### src/hdl/tpp_pkg.sv
// Shared constants for the translation protection and prefetch block
package tpp_pkg;

    // Register byte offsets on the AHB-Lite slave
    localparam logic [7:0] TPP_OFS_STATUS  = 8'h00;
    localparam logic [7:0] TPP_OFS_CONTROL = 8'h04;
    localparam logic [7:0] TPP_OFS_ENTRY   = 8'h08;
    localparam logic [7:0] TPP_OFS_TAGIDX  = 8'h0c;
    localparam logic [7:0] TPP_OFS_PREF    = 8'h10;

    // First status register bit positions
    localparam int TPP_ST_ACCESS = 0;
    localparam int TPP_ST_MODIFY = 1;
    localparam int TPP_ST_PARITY = 2;
    localparam int TPP_ST_MISS   = 3;
    localparam int TPP_ST_W      = 4;

    // Entry layout: frame, access code, modified, valid, byte offset
    localparam int TPP_FRAME_W = 15;
    localparam int TPP_ENT_ACC = 15;
    localparam int TPP_ENT_MOD = 19;
    localparam int TPP_ENT_VAL = 20;
    localparam int TPP_ENT_BOF = 21;
    localparam int TPP_ENT_PAR = 22;
    localparam int TPP_ENT_W   = 23;
    localparam int TPP_TAG_W   = 16;
    localparam int TPP_IDX_W   = 7;
    localparam int TPP_DEPTH   = 128;
    localparam int TPP_TAGIDX_IDX = 16;

    // Reset values and the full counter count
    localparam logic [TPP_ST_W-1:0]    TPP_ST_RST  = 4'h0;
    localparam logic [TPP_ENT_W-1:0]   TPP_ENT_RST = 23'h000000;
    localparam logic [TPP_IDX_W-1:0]   TPP_CNT_RST = 7'h00;
    localparam logic [TPP_IDX_W-1:0]   TPP_CNT_FULL = 7'h7f;

    // Check-type codes
    localparam logic [1:0] TPP_CHK_NONE  = 2'h0;
    localparam logic [1:0] TPP_CHK_WRITE = 2'h1;
    localparam logic [1:0] TPP_CHK_READ  = 2'h2;

    // Allowed-mode masks indexed by {access code, mode}; bit set = allowed
    localparam logic [63:0] TPP_READ_OK  = 64'hffff_7777_333f_1100;
    localparam logic [63:0] TPP_WRITE_OK = 64'h0137_0137_013f_0100;

endpackage

### src/hdl/tpp_top.sv
// Translation protection, parity and prefetch offset logic with AHB regs
// Behaviour
// - Entry: frame, access code, modified, valid, offset, parity
// - Lookup indexed by access code, modified, check type, mode
// - Access code grants none, read or read/write per mode
// - Check type 00 none, 01 write, 10 read; 11 unused
// - Mode 00 kernel, 01 executive, 10 supervisor, 11 user
// - Access denial when mode and check type forbid page
// - Modify denial on write to unmodified page
// - Each denial sets status bit and error summary
// - Lookup gives parity over access code and modified
// - Composite parity of frame, offset, valid, lookup; force input
// - Parity mismatch sets status bit and error summary
// - Entry write stores generated composite parity
// - Physical mode puts address bits 23:9 as frame
// - Physical select on unmapped CPU op, held by latch
// - Physical select disables buffer and checks
// - Fill read pulses load, seeds counter with offset plus one
// - Prefetch addresses array with counter offset
// - Each clean prefetch pulses load and advances counter
// - Counter wraps full to zero, raising page-wrap flag
// - Prefetch select drives offset from counter
// - Control bit 19 low sets prefetch select; grant, latch hold
// - Tag mismatch: miss, status bit, error summary
//
// Local design decisions: the AHB-Lite register port and the register offsets.
module tpp_top (
    input  wire logic                         core_clk,
    input  wire logic                         rst,
    // AHB-Lite slave
    input  wire logic                         hsel,
    input  wire logic [31:0]                  haddr,
    input  wire logic [1:0]                   htrans,
    input  wire logic                         hwrite,
    input  wire logic [2:0]                   hsize,
    input  wire logic [31:0]                  hwdata,
    input  wire logic                         hready,
    output logic                              hreadyout,
    output logic                              hresp,
    output logic [31:0]                       hrdata,
    // CPU side
    input  wire logic                         cpu_req,
    input  wire logic                         cpu_grant,
    input  wire logic                         cpu_owner_flag,
    input  wire logic                         mapping_enable,
    input  wire logic                         controller_function_latch,
    input  wire logic                         istream_ctrl_bit,
    input  wire logic                         checked_fill_read,
    input  wire logic [1:0]                   check_type_bits,
    input  wire logic [1:0]                   current_mode_bits,
    input  wire logic [31:0]                  latched_vaddr,
    // Results
    output logic [23:2]                       phys_addr,
    output logic                              access_done,
    output logic                              no_permission_flag,
    output logic                              dirty_needed_flag,
    output logic                              entry_parity_fault,
    output logic                              translation_miss,
    output logic                              error_summary,
    output logic                              instr_buffer_load,
    output logic                              prefetch_page_wrap,
    output logic                              physical_mode_select,
    output logic                              prefetch_select
);
    import tpp_pkg::*;

    ////////////////////////////////////////////////////////////////////////
    // Storage and state
    logic [TPP_ENT_W-1:0]  tb_r [0:TPP_DEPTH-1];
    logic [TPP_TAG_W-1:0]  tag_r [0:TPP_DEPTH-1];
    logic [TPP_ST_W-1:0]   status_r;
    logic [TPP_ST_W-1:0]   status_nxt;
    logic                  force_par_r;
    logic [TPP_ENT_W-2:0]  stage_r;
    logic [TPP_TAG_W-1:0]  stage_tag_r;
    logic [TPP_IDX_W-1:0]  stage_idx_r;
    logic [TPP_IDX_W-1:0]  pf_cnt_r;
    logic [TPP_IDX_W-1:0]  pf_cnt_nxt;
    logic                  wrap_r;
    logic                  wrap_nxt;
    logic                  fill_seen_r;
    logic                  psel_nxt;
    logic                  pfsel_nxt;

    // AHB-Lite data-phase tracking
    logic                  dp_wr_r;
    logic [7:0]            dp_addr_r;

    ////////////////////////////////////////////////////////////////////////
    // AHB-Lite decode
    logic       ap_valid;
    logic       ap_read;
    logic [7:0] ap_ofs;
    logic       wr_status;
    logic       wr_control;
    logic       wr_entry;
    logic       wr_tagidx;
    logic [31:0] rd_mux;

    // Address phase taken only when selected, active and bus ready
    assign ap_valid = hsel & htrans[1] & hready;
    assign ap_read  = ap_valid & ~hwrite;
    assign ap_ofs   = haddr[7:0];

    assign wr_status  = dp_wr_r & (dp_addr_r == TPP_OFS_STATUS);
    assign wr_control = dp_wr_r & (dp_addr_r == TPP_OFS_CONTROL);
    assign wr_entry   = dp_wr_r & (dp_addr_r == TPP_OFS_ENTRY);
    assign wr_tagidx  = dp_wr_r & (dp_addr_r == TPP_OFS_TAGIDX);

    // Read mux; unmapped offsets answer zero, still OKAY
    assign rd_mux =
        (ap_ofs == TPP_OFS_STATUS)  ? {28'h0000000, status_r} :
        (ap_ofs == TPP_OFS_CONTROL) ? {31'h00000000, force_par_r} :
        (ap_ofs == TPP_OFS_ENTRY)   ? {10'h000, stage_r} :
        (ap_ofs == TPP_OFS_TAGIDX)  ? {9'h000, stage_idx_r, stage_tag_r} :
        (ap_ofs == TPP_OFS_PREF)    ? {22'h000000, fill_seen_r, wrap_r,
                                       1'b0, pf_cnt_r} :
                                      32'h00000000;

    // Zero wait states: read data is loaded at the address-phase edge
    always_ff @(posedge core_clk) begin
        if (rst) begin
            hreadyout <= 1'b1;
            hresp     <= 1'b0;
            hrdata    <= 32'h00000000;
            dp_wr_r   <= 1'b0;
            dp_addr_r <= 8'h00;
        end else begin
            hreadyout <= 1'b1;
            hresp     <= 1'b0;
            dp_wr_r   <= ap_valid & hwrite;
            dp_addr_r <= ap_ofs;
            if (ap_read) begin
                hrdata <= rd_mux;
            end
        end
    end

    ////////////////////////////////////////////////////////////////////////
    // Control and staging registers
    always_ff @(posedge core_clk) begin
        if (rst) begin
            force_par_r <= 1'b0;
            stage_r     <= TPP_ENT_RST[TPP_ENT_W-2:0];
            stage_tag_r <= 16'h0000;
            stage_idx_r <= TPP_CNT_RST;
        end else begin
            if (wr_control) begin
                force_par_r <= hwdata[0];
            end
            if (wr_entry) begin
                stage_r <= hwdata[TPP_ENT_W-2:0];
            end
            if (wr_tagidx) begin
                stage_tag_r <= hwdata[TPP_TAG_W-1:0];
                stage_idx_r <= hwdata[TPP_TAGIDX_IDX +: TPP_IDX_W];
            end
        end
    end

    ////////////////////////////////////////////////////////////////////////
    // Select latches for physical mode and prefetch
    // Physical select latches itself while the function latch stays up
    assign psel_nxt = (cpu_req & cpu_owner_flag & ~mapping_enable)
                    | (physical_mode_select & controller_function_latch);
    // Control bit 19 low requests prefetch; grant captures, latch holds
    assign pfsel_nxt = (~istream_ctrl_bit & cpu_grant)
                     | (prefetch_select & controller_function_latch);

    always_ff @(posedge core_clk) begin
        if (rst) begin
            physical_mode_select <= 1'b0;
            prefetch_select      <= 1'b0;
        end else begin
            physical_mode_select <= psel_nxt;
            prefetch_select      <= pfsel_nxt;
        end
    end

    ////////////////////////////////////////////////////////////////////////
    // Lookup of the indexed entry
    logic [TPP_IDX_W-1:0]   rd_idx;
    logic [TPP_ENT_W-1:0]   ent;
    logic [TPP_TAG_W-1:0]   ent_tag;
    logic                   xlate;
    logic                   use_pf;
    logic                   deny_acc;
    logic                   deny_mod;
    logic                   lut_par;
    logic                   comp_par;
    logic                   par_bad;
    logic                   tag_bad;
    logic [TPP_IDX_W-1:0]   offset;
    logic [14:0]            frame_sel;

    // CPU index: address bit 31 on top of bits 14:9
    assign rd_idx  = {latched_vaddr[31], latched_vaddr[14:9]};
    assign ent     = tb_r[rd_idx];
    assign ent_tag = tag_r[rd_idx];

    // Buffer is only consulted outside physical mode
    assign xlate = cpu_req & ~psel_nxt;

    tpp_perm_lookup u_perm (
        .access_code_bits          (ent[TPP_ENT_ACC +: 4]),
        .modified                  (ent[TPP_ENT_MOD]),
        .check_type_bits           (check_type_bits),
        .current_mode_bits         (current_mode_bits),
        .no_permission             (deny_acc),
        .dirty_needed              (deny_mod),
        .permission_partial_parity (lut_par)
    );

    // Composite parity over every stored bit plus the diagnostic force
    assign comp_par = (^{ent[TPP_FRAME_W-1:0], ent[TPP_ENT_BOF]})
                    ^ ent[TPP_ENT_VAL] ^ lut_par ^ force_par_r;
    assign par_bad  = comp_par != ent[TPP_ENT_PAR];
    assign tag_bad  = ent_tag != latched_vaddr[30:15];

    // Offset lines: counter while prefetching, CPU address bits 8:2 otherwise
    assign use_pf    = pfsel_nxt;
    assign offset    = use_pf ? pf_cnt_r : latched_vaddr[8:2];
    // Physical mode bypasses the frame number with address bits 23:9
    assign frame_sel = psel_nxt ? latched_vaddr[23:9]
                                : ent[TPP_FRAME_W-1:0];

    ////////////////////////////////////////////////////////////////////////
    // Entry writes with generated parity
    logic [TPP_ENT_W-2:0] new_ent;
    logic                 new_par;

    assign new_ent = stage_r;
    // Same generator as the read side, so a forced bit plants a bad entry
    assign new_par = (^{new_ent[TPP_FRAME_W-1:0], new_ent[TPP_ENT_BOF]})
                   ^ new_ent[TPP_ENT_VAL]
                   ^ (^{new_ent[TPP_ENT_ACC +: 4], new_ent[TPP_ENT_MOD]})
                   ^ force_par_r;

    // Commit on the tag-and-index write; no reset, contents are loaded
    always_ff @(posedge core_clk) begin
        if (wr_tagidx) begin
            tb_r[hwdata[TPP_TAGIDX_IDX +: TPP_IDX_W]]
                <= {new_par, new_ent};
            tag_r[hwdata[TPP_TAGIDX_IDX +: TPP_IDX_W]]
                <= hwdata[TPP_TAG_W-1:0];
        end
    end

    ////////////////////////////////////////////////////////////////////////
    // Error events and first status register
    logic ev_acc;
    logic ev_mod;
    logic ev_par;
    logic ev_miss;
    logic [TPP_ST_W-1:0] ev_vec;
    logic [TPP_ST_W-1:0] clr_vec;
    logic good_read;

    // Flags counted only for a translated access
    assign ev_miss = xlate & tag_bad;
    assign ev_par  = xlate & ~tag_bad & par_bad;
    assign ev_acc  = xlate & ~tag_bad & deny_acc;
    assign ev_mod  = xlate & ~tag_bad & deny_mod;

    assign ev_vec  = {ev_miss, ev_par, ev_mod, ev_acc};
    assign clr_vec = wr_status ? hwdata[TPP_ST_W-1:0] : TPP_ST_RST;
    // Write-one-to-clear, and a new event in the same cycle wins
    assign status_nxt = (status_r & ~clr_vec) | ev_vec;

    // Clean read completes and loads the instruction buffer
    assign good_read = cpu_req & (checked_fill_read | use_pf)
                     & ~(ev_miss | ev_par | ev_acc | ev_mod);

    ////////////////////////////////////////////////////////////////////////
    // Prefetch counter
    logic [TPP_IDX_W-1:0] pf_base;

    // Fill read seeds from the CPU offset, prefetch reloads its own output
    assign pf_base    = use_pf ? pf_cnt_r : latched_vaddr[8:2];
    assign pf_cnt_nxt = good_read ? (pf_base + 7'h01) : pf_cnt_r;
    // Wrap flag raised at full count; the next prefetch re-translates
    assign wrap_nxt   = good_read ? (pf_base == TPP_CNT_FULL)
                      : ((cpu_req & use_pf) ? 1'b0 : wrap_r);

    always_ff @(posedge core_clk) begin
        if (rst) begin
            pf_cnt_r    <= TPP_CNT_RST;
            wrap_r      <= 1'b0;
            fill_seen_r <= 1'b0;
        end else begin
            pf_cnt_r <= pf_cnt_nxt;
            wrap_r   <= wrap_nxt;
            // Readable hint that the CPU seeded the counter first
            if (cpu_req & checked_fill_read) begin
                fill_seen_r <= 1'b1;
            end
        end
    end

    ////////////////////////////////////////////////////////////////////////
    // Registered outputs toward CPU and arrays
    always_ff @(posedge core_clk) begin
        if (rst) begin
            status_r           <= TPP_ST_RST;
            phys_addr          <= 22'h000000;
            access_done        <= 1'b0;
            no_permission_flag <= 1'b0;
            dirty_needed_flag  <= 1'b0;
            entry_parity_fault <= 1'b0;
            translation_miss   <= 1'b0;
            error_summary      <= 1'b0;
            instr_buffer_load  <= 1'b0;
        end else begin
            status_r           <= status_nxt;
            access_done        <= cpu_req;
            no_permission_flag <= ev_acc;
            dirty_needed_flag  <= ev_mod;
            entry_parity_fault <= ev_par;
            translation_miss   <= ev_miss;
            error_summary      <= |status_nxt;
            instr_buffer_load  <= good_read;
            if (cpu_req) begin
                phys_addr <= {frame_sel, offset};
            end
        end
    end

    // Page-wrap flag is shown directly from its register
    assign prefetch_page_wrap = wrap_r;

endmodule // tpp_top

### src/hdl/tpp_perm_lookup.sv
// Permission lookup: denial flags and partial parity from nine inputs
module tpp_perm_lookup (
    input  wire logic [3:0] access_code_bits,
    input  wire logic       modified,
    input  wire logic [1:0] check_type_bits,
    input  wire logic [1:0] current_mode_bits,
    output logic            no_permission,
    output logic            dirty_needed,
    output logic            permission_partial_parity
);
    import tpp_pkg::*;

    logic [5:0] lut_idx;
    logic       rd_ok;
    logic       wr_ok;
    logic       is_wr;
    logic       is_rd;

    // Six-bit index: code and mode pick a table bit, type picks table
    assign lut_idx = {access_code_bits, current_mode_bits};
    assign rd_ok   = TPP_READ_OK[lut_idx];
    assign wr_ok   = TPP_WRITE_OK[lut_idx];
    assign is_wr   = (check_type_bits == TPP_CHK_WRITE);
    assign is_rd   = (check_type_bits == TPP_CHK_READ);

    // Code 11 is never issued, so it simply falls through as no check
    assign no_permission = (is_wr & ~wr_ok) | (is_rd & ~rd_ok);
    // Modify refusal only once access itself is granted
    assign dirty_needed  = is_wr & wr_ok & ~modified;
    assign permission_partial_parity = ^{access_code_bits, modified};

endmodule // tpp_perm_lookup

### config.mk
export PLATFORM = sky130hd
export DESIGN_NAME = tpp_top
export DESIGN_NICKNAME = d
export VERILOG_FILES = /design/src/hdl/tpp_pkg.sv /design/src/hdl/tpp_top.sv /design/src/hdl/tpp_perm_lookup.sv
export SDC_FILE = /design/constraint.sdc
export NUM_CORES = 2
export LEC_CHECK = 0
export BUFFER_PORTS_ARGS = -buffer_cell sky130_fd_sc_hd__buf_2
export CORE_MARGIN = 2
export CORE_UTILIZATION = 48
export CTS_CLUSTER_SIZE = 28
export DETAILED_ROUTE_END_ITERATION = 8
export HOLD_SLACK_MARGIN = 0.15
export PLACE_DENSITY = 0.67
export SLEW_MARGIN = 20
export SYNTH_ARGS = -nofsm -noshare
export SYNTH_HDL_FRONTEND = slang
export SYNTH_MEMORY_MAX_BITS = 65536
export SYNTH_SLANG_ARGS = --single-unit
export TNS_END_PERCENT = 1
### constraint.sdc
create_clock -name core_clk -period 7.85 [get_ports core_clk]
set_input_delay 1.1775 -clock core_clk [delete_from_list [all_inputs] [get_ports core_clk]]
set_output_delay 1.1775 -clock core_clk [all_outputs]
set_load 0.01 [all_outputs]
==> impl_metrics.tcl <==
set metrics [dict create \
    critPathRequiredTime_ns 8.74 \
    synth_cell_types 96 \
    cts_resized 0 \
    nets 9651 \
    synthMuxAreaShare_pct 16.2 \
    synth_fa_ha_area_share_pct 0.00635 \
    routed_wirelength_um 614000 \
    drt-initial-drc-count 18059 \
    post-dp-hpwl_um 351000 \
    multiInputGateArea_um2 42600 \
    ys.warnings.count 0 \
    setup_viol 0 \
    slowest_delay_ns 0.87 \
    gp_congestion 0.968 \
    finClkSkew_ns 0.0844 \
    track_usage_pct 29.1 \
    vias 103727 \
    ant_nets 0 \
    synth_top_area_cell "edfxtp_1" \
    hold_viol 0 \
    crit_path_top_delay_cell "a21oi_1" \
    regArea_um2 152000 \
    syn_area_um2 197000 \
    synth_ff_type "edfxtp_1" \
    grt-ovfl-total 0 \
    grt_pass1_vias 99960 \
    die_area_um2 416000 \
    synth_compound_area_share_pct 2.42 \
    hp-start "haddr[1]" \
    post_cts_buffers 0 \
    rows 235 \
    synth_edf_count 4992 \
    grt_pass1_wl_um 827000 \
    insertion_delay_ns 1.06 \
    outcome "complete, no violations" \
    die_h_um 645 \
    crit_path_frequent_cell "buf_4" \
    yosys.area_share.simple_pct 2.01 \
    critical_path.top_delay_family "compound AO/OA/AOI/OAI gates" \
    htreeDepth 5 \
    async_reset_ff_share_pct 0 \
    path_class "primary input to register" \
    crit_chain "buf_8 > inv_6 > buf_4 > nand2_1 > a32o_1 > a221oi_1 > xnor2_1 > nand3_1 > a21oi_1 > o2111ai_1 > nor4_4 > buf_4 > nand2_2 > o31ai_4 > buf_4 > o211ai_1 > a2bb2oi_1 > o21ai_0" \
    area_growth_pct 13.0 \
    drc 0 \
    maxSlewHeadroom_pct 8.83 \
    leakage_nw 70.7 \
    r2r-start "tb_r[94][14]" \
    dr.pass1.iters 6 \
    grt_setup_unrepaired "false" \
    io-pin-count 183 \
    yosysTopAreaCellShare_pct 76.1 \
    fmax_mhz 153 \
    cap_violations 0 \
    cts_tree "built" \
    critPathMaxFanout 49 \
    nFillCells 30250 \
    wire_per_inst_um 39.8 \
    cts_sinks 5114 \
    die-width_um 645 \
    cts.clk_slew.worst_paths_ns 0.06 \
    finalSetupTns_ns 0 \
    netlist_instances 8893 \
    drive_gt1_share_pct 27.5 \
    fin_crit_ns 6.55 \
    hold_path.class "primary input to register" \
    initial_core_util_pct 48.1 \
    synth-seq-cells 5114 \
    holdWs_ns 0.335 \
    core_area_um2 409000 \
    hold_buffers 0 \
    clk_path_buf_depth 4 \
    root_buffer "clkbuf_16" \
    synth_area_leaders "edfxtp_1 (76%), mux4_2 (14%), mux2i_1 (1.5%)" \
    avgSynthCellArea_um2 22.2 \
    period_share_pct 83.5 \
    ys_seq_area_share_pct 77.3 \
    synthXorXnorAreaFrac_pct 0.364 \
    end_kind "register" \
    ir_drop_uv 223 \
    post-route-util_pct 54.4 \
    slew_viol_final 0 \
    startpoint_type "primary input" \
    antenna_found_initial 51 \
    avgViaCountPerCell 6.72 \
    worstSetupStartpoint "latched_vaddr[10]" \
    grt_start_max_net_pins 126 \
    port_buffers 132 \
    pwr_density_cell_nw_per_um2 251 \
    crit_arrival_ns 7.45 \
    cp_num_buf_inv 5 \
    numCtsBuffers 485 \
    tightest_slew_ns 1.35 \
    synth_top_family_by_area "multiplexers" \
]
==> cell type report <==
| type | instances | share of cell area, % |
|---|---|---|
| tap | 5451 | 3.06 |
| inverter | 15 | 0.0348 |
| clock buffer | 599 | 5.72 |
| antenna | 26 | 0.0292 |
| multi-input combinational | 3283 | 19.1 |
| clock inverter | 303 | 1.24 |
| timing repair buffer | 634 | 2.36 |
| sequential | 5114 | 68.4 |
==> sequential cells by signal (all words and copies together), names as in the netlist, 4 cells and up <==
register	cells
stage_tag_r	16
stage_idx_r	7
tag_r	2048
pf_cnt_r	7
phys_addr	22
dp_addr_r	8
tb_r	2944
status_r	4
hrdata	23
new_ent	22
==> cell usage after synthesis (25+ instances only) <==
cell and instances:
a211oi_1 27, a21oi_1 129, a221oi_1 48, a22oi_1 86, buf_1 42, buf_2 147
buf_4 60, buf_6 52, clkbuf_1 141, dfxtp_1 122, edfxtp_1 4992, mux2_2 25
mux2i_1 305, mux4_1 58, mux4_2 1205, nand2_1 355, nand3_1 85, nor2_1 285
nor2b_1 29, nor3_1 43, o21ai_0 72, o22ai_1 161, xnor2_1 52
==> layer usage <==
metal  GRT usage, %  wire (µm)  vias up
met3           8.47      84300     1456
li1               -          -    38956
met1           38.9     214000    55215
met5              0        172        -
met4           14.7      35600       30
met2           43.9     280000     8070
==> cell usage in the layout, fill, tap and decap left out, types with 81 or more instances in the layout <==
cell,n
clkbuf_1,103
buf_2,109
nor2_1,153
o22ai_1,161
edfxtp_1,4992
a22oi_1,86
mux2i_1,304
mux4_2,1205
a21oi_1,129
nor2_4,129
clkinv_1,136
clkinv_2,89
nand2_1,348
clkbuf_16,491
buf_4,464
dfxtp_1,100
nand3_1,81
==> power breakdown <==
part	internal [mW]	switching [mW]
Clock	13.0	10.2
Sequential	29.7	0.0127
Combinational	1.09	1.90
==> per-stage QoR <==
stage	instance area, µm²	power (mW)	setup slack [ns]	std cells
after floorplan	197000	31.9	0.558	8902
after global placement	207000	33.1	0.433	14483
after detailed placement	207000	33.2	0.600	14490
after CTS	222000	55.9	1.64	15392
after global routing	223000	57.0	1.37	15406
final	223000	55.8	1.30	15425
==> cell families (layout without fill, tap and decap cells) <==
logic type	after synthesis	in the layout
simple gates	901	901
xor+xnor	77	77
mux	1594	1594
fa+ha+maj	1	1
other cells	2	37
flops	5114	5114
buf+inv	505	1551
compound gates	699	699
==> final timing paths <==
| path | endpoint | slack (ns) | cells after the start |
|---|---|---|---|
| min reg2reg | stage_idx_r[5] | 0.46 | 2 |
| max | pf_cnt_r[4] | 1.30 | 18 |
| max reg2reg | pf_cnt_r[4] | 2.23 | 15 |
| min | dp_addr_r[1] | 0.33 | 2 |
Power figures use the tool's default switching activity.
